===== src/include/sdram_bank_pkg.sv =====
// Purpose: Shared types and timing for the SDRAM bank state tracker
// Assumes: 100 MHz clock shared with the memory controller
// Notes:   Timing figures are plain defaults, rounded up to whole cycles
package sdram_bank_pkg;

   localparam int CLK_PERIOD_NS               = 10;
   localparam int PRECHARGE_TIME_NS           = 20;
   localparam int MODE_LOAD_DELAY_NS          = 20;
   localparam int WRITE_RECOVERY_TIME_NS      = 15;
   localparam int SELF_REFRESH_EXIT_TIME_NS   = 70;
   localparam int ACTIVATE_TO_ACCESS_DELAY_NS = 20;
   localparam int REFRESH_CYCLE_TIME_NS       = 70;
   localparam int CNT_W                       = 4;

   // Least time in ns to whole cycles, never below one
   function automatic logic [CNT_W-1:0] toCycles(input int ns);
      int c;
      c = (ns + CLK_PERIOD_NS - 1) / CLK_PERIOD_NS;
      if (c < 1) begin
         c = 1;
      end
      return CNT_W'(c);
   endfunction : toCycles

   localparam logic [CNT_W-1:0] PRECHARGE_CYC = toCycles(PRECHARGE_TIME_NS);
   localparam logic [CNT_W-1:0] MODE_LOAD_CYC = toCycles(MODE_LOAD_DELAY_NS);
   localparam logic [CNT_W-1:0] WR_RECOV_CYC  = toCycles(WRITE_RECOVERY_TIME_NS);
   localparam logic [CNT_W-1:0] SR_EXIT_CYC   = toCycles(SELF_REFRESH_EXIT_TIME_NS);
   localparam logic [CNT_W-1:0] ACT_CYC       = toCycles(ACTIVATE_TO_ACCESS_DELAY_NS);
   localparam logic [CNT_W-1:0] REFRESH_CYC   = toCycles(REFRESH_CYCLE_TIME_NS);

   typedef enum logic [8:0] {
      B_IDLE        = 9'h001,
      B_ACTIVATING  = 9'h002,
      B_ACTIVE      = 9'h004,
      B_READ        = 9'h008,
      B_WRITE       = 9'h010,
      B_READ_AP     = 9'h020,
      B_WRITE_AP    = 9'h040,
      B_RECOVER     = 9'h080,
      B_PRECHARGING = 9'h100
   } bankState_t;

   typedef enum logic [5:0] {
      G_NORMAL  = 6'h01,
      G_REFRESH = 6'h02,
      G_MODE    = 6'h04,
      G_PREALL  = 6'h08,
      G_SELF    = 6'h10,
      G_EXIT    = 6'h20
   } globalState_t;

   typedef struct packed {
      logic       csN;
      logic       rasN;
      logic       casN;
      logic       weN;
      logic [1:0] bank;
      logic       a10;
   } cmdPins_t;

   typedef struct packed {
      logic act;
      logic rd;
      logic wr;
      logic pre;
      logic autoPre;
      logic otherAccess;
      logic burstEnd;
      logic preAll;
   } bankCmd_t;

   typedef struct packed {
      logic       rdValid;
      logic [1:0] rdBank;
      logic       wrAccept;
      logic [1:0] wrBank;
   } dataStat_t;

endpackage : sdram_bank_pkg


===== src/design/bank_track.sv =====
// Purpose: State of one SDRAM bank
// Assumes: Commands arrive already decoded and accepted
// Notes:   Precharge-all does not restart a precharge or a recovery
`timescale 1ns/1ps
module bank_track (
   input  wire logic                      clk,
   input  wire logic                      sys_rst,
   input  wire sdram_bank_pkg::bankCmd_t  cmd,
   output sdram_bank_pkg::bankState_t     bankState
);
   import sdram_bank_pkg::*;

   typedef struct packed {
      bankState_t       st;
      logic [CNT_W-1:0] cnt;
   } track_t;

   track_t track_reg;
   track_t track_next;
   logic   cntDone;

   function automatic bankState_t accessState(input bankCmd_t c);
      if (c.wr) begin
         return c.autoPre ? B_WRITE_AP : B_WRITE;
      end
      return c.autoPre ? B_READ_AP : B_READ;
   endfunction : accessState

   assign cntDone   = (track_reg.cnt == '0);
   assign bankState = track_reg.st;

   // ***************************************
   // Next state
   // ***************************************
   always_comb begin
      track_next = track_reg;
      if (!cntDone) begin
         track_next.cnt = track_reg.cnt - 1'b1;
      end
      case (track_reg.st)
         B_IDLE: begin
            if (cmd.act) begin
               track_next.st  = B_ACTIVATING;
               track_next.cnt = ACT_CYC - 1'b1;
            end
         end
         B_ACTIVATING: begin
            if (cntDone) begin
               track_next.st = B_ACTIVE;
            end
         end
         B_ACTIVE, B_READ, B_WRITE: begin
            if (cmd.rd | cmd.wr) begin
               track_next.st = accessState(cmd);
            end else if (cmd.pre) begin
               track_next.st  = B_PRECHARGING;
               track_next.cnt = PRECHARGE_CYC - 1'b1;
            end else if (track_reg.st != B_ACTIVE && (cmd.burstEnd | cmd.otherAccess)) begin
               track_next.st = B_ACTIVE;
            end
         end
         B_READ_AP: begin
            if (cmd.burstEnd | cmd.otherAccess) begin
               track_next.st  = B_PRECHARGING;
               track_next.cnt = PRECHARGE_CYC - 1'b1;
            end
         end
         B_WRITE_AP: begin
            if (cmd.burstEnd | cmd.otherAccess) begin
               track_next.st  = B_RECOVER;
               track_next.cnt = WR_RECOV_CYC - 1'b1;
            end
         end
         B_RECOVER: begin
            if (cntDone) begin
               track_next.st  = B_PRECHARGING;
               track_next.cnt = PRECHARGE_CYC - 1'b1;
            end
         end
         B_PRECHARGING: begin
            if (cntDone) begin
               track_next.st = B_IDLE;
            end
         end
         default: begin
            track_next.st  = B_IDLE;
            track_next.cnt = '0;
         end
      endcase
      if (cmd.preAll && !(track_reg.st inside {B_IDLE, B_PRECHARGING, B_RECOVER})) begin
         track_next.st  = B_PRECHARGING;
         track_next.cnt = PRECHARGE_CYC - 1'b1;
      end
   end

   always_ff @(posedge clk) begin
      if (sys_rst) begin
         track_reg <= '{st: B_IDLE, cnt: '0};
      end else begin
         track_reg <= track_next;
      end
   end
endmodule : bank_track


===== src/design/sdram_bank_interleave.sv =====
// Purpose: Bank interleave tracker of a four-bank SDRAM
// Assumes: Command pins on the same clock as this block
// Notes:   Data beat flags only; no data storage
`timescale 1ns/1ps
module sdram_bank_interleave #(
   parameter int BURST_LEN = 4,
   parameter int READ_LAT  = 3
) (
   input  wire logic                                 clk,
   input  wire logic                                 sys_rst,
   input  wire logic                                 cke,
   input  wire sdram_bank_pkg::cmdPins_t             cmdPins,
   output sdram_bank_pkg::bankState_t   [3:0]        bankStates,
   output sdram_bank_pkg::globalState_t              globalState,
   output sdram_bank_pkg::dataStat_t                 dataStat,
   output logic                                      cmdIgnored
);
   import sdram_bank_pkg::*;

   localparam int LEN_W = $clog2(BURST_LEN + 1);

   if (!(BURST_LEN inside {2, 4, 8}) || !(READ_LAT inside {2, 3})) begin : g_check
      $error("Unsupported burst length or read latency");
   end

   typedef struct packed {
      globalState_t                gs;
      logic [CNT_W-1:0]            gCnt;
      logic                        ckePrev;
      logic [READ_LAT-1:0]         pipeV;
      logic [READ_LAT-1:0][1:0]    pipeB;
      logic [LEN_W-1:0]            rdLeft;
      logic [LEN_W-1:0]            wrLeft;
      dataStat_t                   ds;
      logic                        lastWr;
      logic [1:0]                  lastBank;
      logic                        ignored;
   } state_t;

   state_t     state_reg;
   state_t     state_next;
   logic       isAct;
   logic       isRd;
   logic       isWr;
   logic       isPre;
   logic       isRef;
   logic       isMode;
   logic       isBst;
   logic       isExec;
   logic       ckeOk;
   logic       cmdOpen;
   logic       allIdle;
   logic [3:0] idleVec;
   logic       actAcc;
   logic       rdAcc;
   logic       wrAcc;
   logic       preAcc;
   logic       preAllAcc;
   logic       refAcc;
   logic       modeAcc;
   logic       bstAcc;
   logic       srEnter;
   logic       endRd;
   logic       endWr;
   logic       flushRd;
   logic [3:0] sinceFlush;

   // ***************************************
   // Command decode
   // ***************************************
   assign isAct  = ~cmdPins.csN & ~cmdPins.rasN &  cmdPins.casN &  cmdPins.weN;
   assign isRd   = ~cmdPins.csN &  cmdPins.rasN & ~cmdPins.casN &  cmdPins.weN;
   assign isWr   = ~cmdPins.csN &  cmdPins.rasN & ~cmdPins.casN & ~cmdPins.weN;
   assign isPre  = ~cmdPins.csN & ~cmdPins.rasN &  cmdPins.casN & ~cmdPins.weN;
   assign isRef  = ~cmdPins.csN & ~cmdPins.rasN & ~cmdPins.casN &  cmdPins.weN;
   assign isMode = ~cmdPins.csN & ~cmdPins.rasN & ~cmdPins.casN & ~cmdPins.weN;
   assign isBst  = ~cmdPins.csN &  cmdPins.rasN &  cmdPins.casN & ~cmdPins.weN;
   assign isExec = ~cmdPins.csN & ~(cmdPins.rasN & cmdPins.casN & cmdPins.weN);

   assign ckeOk   = state_reg.ckePrev & cke;
   assign cmdOpen = ckeOk & (state_reg.gs == G_NORMAL);
   assign allIdle = &idleVec;

   // Other banks never gate a bank command
   assign actAcc    = cmdOpen & isAct;
   assign rdAcc     = cmdOpen & isRd;
   assign wrAcc     = cmdOpen & isWr;
   assign preAcc    = cmdOpen & isPre & ~cmdPins.a10;
   assign preAllAcc = cmdOpen & isPre & cmdPins.a10;
   assign refAcc    = cmdOpen & isRef & allIdle;
   assign modeAcc   = cmdOpen & isMode & allIdle;
   assign bstAcc    = cmdOpen & isBst;
   assign srEnter   = state_reg.ckePrev & ~cke & isRef & allIdle & (state_reg.gs == G_NORMAL);

   // Natural burst ends; a queued read keeps its bank busy
   assign endRd   = (state_reg.rdLeft == LEN_W'(1)) & ~(|state_reg.pipeV);
   assign endWr   = (state_reg.wrLeft == LEN_W'(1));
   assign flushRd = wrAcc | (bstAcc & ~state_reg.lastWr);

   // ***************************************
   // Banks
   // ***************************************
   for (genvar b = 0; b < 4; b++) begin : g_bank
      bankCmd_t bc;
      logic     hit;
      assign hit            = (cmdPins.bank == 2'(b));
      assign bc.act         = actAcc & hit;
      assign bc.rd          = rdAcc & hit;
      assign bc.wr          = wrAcc & hit;
      assign bc.pre         = preAcc & hit;
      assign bc.autoPre     = cmdPins.a10;
      assign bc.otherAccess = (rdAcc | wrAcc) & ~hit;
      assign bc.burstEnd    = (endRd & (state_reg.ds.rdBank == 2'(b)))
                            | (endWr & (state_reg.ds.wrBank == 2'(b)))
                            | (bstAcc & (state_reg.lastBank == 2'(b)));
      assign bc.preAll      = preAllAcc;
      assign idleVec[b]     = (bankStates[b] == B_IDLE);

      bank_track u_bank (
         .clk       (clk),
         .sys_rst   (sys_rst),
         .cmd       (bc),
         .bankState (bankStates[b])
      );
   end

   // ***************************************
   // Global state and bursts
   // ***************************************
   always_comb begin
      state_next         = state_reg;
      state_next.ckePrev = cke;
      state_next.ignored = isExec & ~(actAcc | rdAcc | wrAcc | preAcc | preAllAcc
                                    | refAcc | modeAcc | bstAcc | srEnter);
      if (state_reg.gCnt != '0) begin
         state_next.gCnt = state_reg.gCnt - 1'b1;
      end
      case (state_reg.gs)
         G_NORMAL: begin
            if (refAcc) begin
               state_next.gs   = G_REFRESH;
               state_next.gCnt = REFRESH_CYC - 1'b1;
            end else if (modeAcc) begin
               state_next.gs   = G_MODE;
               state_next.gCnt = MODE_LOAD_CYC - 1'b1;
            end else if (preAllAcc) begin
               state_next.gs   = G_PREALL;
               state_next.gCnt = PRECHARGE_CYC - 1'b1;
            end else if (srEnter) begin
               state_next.gs = G_SELF;
            end
         end
         G_REFRESH, G_MODE, G_PREALL: begin
            if (state_reg.gCnt == '0) begin
               state_next.gs = G_NORMAL;
            end
         end
         G_SELF: begin
            if (cke) begin
               state_next.gs   = G_EXIT;
               state_next.gCnt = SR_EXIT_CYC - 1'b1;
            end
         end
         G_EXIT: begin
            if (state_reg.gCnt == '0) begin
               state_next.gs = G_NORMAL;
            end
         end
         default: begin
            state_next.gs   = G_NORMAL;
            state_next.gCnt = '0;
         end
      endcase

      // Read data: a newer read replaces the old one on arrival
      state_next.pipeV = {state_reg.pipeV[READ_LAT-2:0], rdAcc};
      state_next.pipeB = {state_reg.pipeB[READ_LAT-2:0], cmdPins.bank};
      if (state_reg.pipeV[READ_LAT-1]) begin
         state_next.rdLeft    = LEN_W'(BURST_LEN);
         state_next.ds.rdBank = state_reg.pipeB[READ_LAT-1];
      end else if (state_reg.rdLeft != '0) begin
         state_next.rdLeft = state_reg.rdLeft - 1'b1;
      end
      if (flushRd) begin
         state_next.pipeV  = '0;
         state_next.rdLeft = '0;
      end
      state_next.ds.rdValid = (state_next.rdLeft != '0);

      // Write data: first datum taken with the command
      if (wrAcc) begin
         state_next.wrLeft    = LEN_W'(BURST_LEN - 1);
         state_next.ds.wrBank = cmdPins.bank;
      end else if (rdAcc | (bstAcc & state_reg.lastWr)) begin
         state_next.wrLeft = '0;
      end else if (state_reg.wrLeft != '0) begin
         state_next.wrLeft = state_reg.wrLeft - 1'b1;
      end
      state_next.ds.wrAccept = wrAcc | ((state_reg.wrLeft != '0) & ~rdAcc & ~(bstAcc & state_reg.lastWr));

      if (rdAcc | wrAcc) begin
         state_next.lastWr   = wrAcc;
         state_next.lastBank = cmdPins.bank;
      end
   end

   always_ff @(posedge clk) begin
      if (sys_rst) begin
         state_reg         <= '0;
         state_reg.gs      <= G_NORMAL;
      end else begin
         state_reg <= state_next;
      end
   end

   assign globalState = state_reg.gs;
   assign dataStat    = state_reg.ds;
   assign cmdIgnored  = state_reg.ignored;

   // ***************************************
   // Checks
   // ***************************************
   always_ff @(posedge clk) begin
      if (sys_rst || flushRd) begin
         sinceFlush <= 4'h0;
      end else if (sinceFlush != 4'hf) begin
         sinceFlush <= sinceFlush + 4'h1;
      end
   end
endmodule : sdram_bank_interleave


===== config.mk =====
export PLATFORM = sky130hd
export DESIGN_NAME = sdram_bank_interleave
export DESIGN_NICKNAME = d
export VERILOG_FILES = /design/src/include/sdram_bank_pkg.sv /design/src/design/bank_track.sv /design/src/design/sdram_bank_interleave.sv
export SDC_FILE = /design/constraint.sdc
export NUM_CORES = 1
export LEC_CHECK = 0
export BUFFER_PORTS_ARGS = -buffer_cell sky130_fd_sc_hd__buf_2
export CORE_MARGIN = 2
export CORE_UTILIZATION = 62
export DETAILED_ROUTE_END_ITERATION = 8
export PLACE_DENSITY = 0.9
export REMOVE_ABC_BUFFERS = 1
export SLEW_MARGIN = 20
export SYNTH_ARGS = -nofsm -noshare
export SYNTH_HDL_FRONTEND = slang
export SYNTH_SLANG_ARGS = --single-unit

===== constraint.sdc =====
create_clock -name clk -period 8.1 [get_ports clk]
set_input_delay 2.025 -clock clk [delete_from_list [all_inputs] [get_ports clk]]
set_output_delay 2.025 -clock clk [all_outputs]
set_load 0.01 [all_outputs]

==> flow_metrics.tcl <==
set metrics [dict create \
    grt_overflow 0 \
    cp_max_fo 11 \
    synth_edf_count 0 \
    final_nets 749 \
    drv_slew 0 \
    cts.sinks 88 \
    path_class "input pin to flop" \
    rr_worst_depth 8 \
    cts_hold_buf 0 \
    async_flop_share_pct 0 \
    antenna_found_initial 0 \
    hold_class "flop to flop" \
    grt_pass1_vias 5172 \
    rsz0062_at_grt "no" \
    root_buffer "clkbuf_8" \
    ys_types 73 \
    synth_ff_type "dfxtp_1" \
    grt_max_degree 46 \
    area_delta_synth_final_pct 3.23 \
    syn_inst 729 \
    cts_resized 0 \
    layout_min_cycle_time_ns 4.10 \
    regToRegSetupSlack_ns 5.08 \
    critPathSlowestCell "or4_1" \
    clkLatencyLatePin_ns 0.37 \
    synth_area_um2 5660 \
    totalNegativeSetupSlack_ns 0 \
    cp-start-kind "input pin" \
    routabilityCongestion 0.977 \
    synth_warnings 0 \
    maxSlewHeadroom_pct 30.2 \
    peakVddDrop_v 0.000156 \
    maxClockFrequency_mhz 244 \
    arrival_ns 4.35 \
    io_pins 59 \
    holdCritStartpoint "state_next[21]" \
    track_usage_pct 29.3 \
    critPathTopFamily "simple AND/OR/NAND/NOR gates" \
    path_clk_slew_ns 0.09 \
    holdPathStages 1 \
    ys_seq_area_share_pct 31.1 \
    postSynthAreaPerCell_um2 7.76 \
    max_stage_delay_ns 0.52 \
    route.vias.total 5539 \
    hold_viol 0 \
    die_height_um 99.5 \
    yosysMostFrequentCell "nor2_1" \
    cts_setup_buffers 0 \
    r2r_start "state_reg[13]" \
    yosysTopAreaCellShare_pct 31.1 \
    port_buffers 58 \
    finalWirelength_um 14300 \
    finClkSkew_ns 0.00914 \
    detailed_place_hpwl_um 10400 \
    largest_reg_flops 36 \
    drtIter0Drc 586 \
    cts_made_buffers 9 \
    rr_endpoint "g_bank[0].u_bank.track_reg[2]" \
    tightest_slew_ns 1.04 \
    cp_num_buf_inv 1 \
    antenna_cells 0 \
    row_count 34 \
    clockBufferDepth 2 \
    power.density_nw_per_um2 248 \
    synth_seq_cells 88 \
    cp_cell_sequence "buf_2 > nor3b_1 > and3_1 > a221oi_1 > nor2b_1 > or4_1 > o21bai_1 > a21oi_1" \
    routedWlPerCell_um 17.1 \
    endpoint_kind "flop" \
    drive_gt1_share_pct 13.0 \
    power.leakage_uw 0.00236 \
    fin_crit_sh_pct 50.6 \
    drc 0 \
    setup_violations 0 \
    core-area_um2 8810 \
    fp.dieW_um 99.5 \
    ys_top_cells_by_area "dfxtp_1 31%, buf_4 6.4%, nor2_1 6.2%, a21oi_1 5.0%, ha_1 3.3%" \
    initial_core_util_pct 64.3 \
    fp.dieArea_um2 9910 \
    ant_nets 0 \
    yosys-top-cells-count "93 x nor2_1, 88 x dfxtp_1, 56 x a21oi_1" \
    maxCapViolCount 0 \
    dr.pass1.iters 6 \
    power_uw 1450 \
    grt_first_pass_wirelength_um 24100 \
    min_to "state_reg[21]" \
    synth_top_cell_by_area "dfxtp_1" \
    crit_required_ns 8.35 \
    htree_levels 3 \
    fin_util_pct 66.3 \
    outcome "completed" \
    tritoncts "built" \
    via_per_inst 6.62 \
]
power by group:
group	switching [µW]	total [µW]	leakage (µW)	internal, µW
sequential	59.1	552	0.000716	493
clock	169	325	0.000108	155
combinational	335	572	0.00153	237
area by class of cell:
type / count / area, µm²
Multi-Input combinational cell: 538 / 3330
Clock inverter: 6 / 73.8
Fill cell: 736 / 2970
Sequential cell: 88 / 1760
Clock buffer: 10 / 138
Tap cell: 108 / 135
Inverter: 28 / 105
Timing Repair Buffer: 59 / 298
cells by family after synthesis:
logic type	share of synthesized area (%)
AO/OA/AOI/OAI	21.1
flip-flops	31.1
AND/OR/NAND/NOR	30.1
XOR/XNOR	3.10
adder cells (fa/ha/maj)	3.32
multiplexers	1.26
buffers and inverters	10.0
through the flow:
| step | cells | hold slack, ns | worst slack (ns) | area, µm² |
|---|---|---|---|---|
| global route | 837 | 0.442 | 3.80 | 5840 |
| floorplan | 654 | 0.414 | 4.18 | 5200 |
| finish | 837 | 0.441 | 4.00 | 5840 |
| CTS | 837 | 0.433 | 4.05 | 5840 |
| global placement | 821 | 0.416 | 3.82 | 5630 |
| detailed placement | 821 | 0.429 | 3.69 | 5630 |
placed cells by master (no fill, tap or decap), drive strengths merged, types with 12 or more instances in the layout:
cell | Yosys | layout
a21oi | 56 | 56
nor2 | 93 | 93
nand3 | 17 | 17
inv | 28 | 31
nand2b | 16 | 16
nand4 | 14 | 14
buf | 52 | 59
xor2 | 12 | 12
ha | 15 | 15
nor4 | 12 | 12
o21ai | 42 | 42
dfxtp | 88 | 88
nor3 | 34 | 34
nand2 | 37 | 37
nor2b | 18 | 18
worst max-delay path by stage:
stage | startpoint | endpoint | slack [ns] | depth (start not counted)
floorplan | cmdPins[4] | g_bank[0].u_bank.track_reg[1] | 4.18 | 7
global placement | cmdPins[5] | g_bank[0].u_bank.track_reg[1] | 3.82 | 8
detailed placement | cmdPins[5] | g_bank[0].u_bank.track_reg[1] | 3.69 | 8
CTS | cmdPins[5] | g_bank[0].u_bank.track_reg[1] | 4.05 | 8
global route | cmdPins[5] | g_bank[0].u_bank.track_reg[3] | 3.80 | 8
finish | cmdPins[5] | g_bank[0].u_bank.track_reg[2] | 4.00 | 8
layer usage:
metal	part of all wire, %	vias to the layer above	track usage, %
met5	0	-	0
met4	3.5	0	15.0
met3	7.7	53	4.01
met2	48	310	48.3
met1	41	2579	37.3
li1	-	2597	-
No activity file was read; power rests on OpenSTA's default activity.
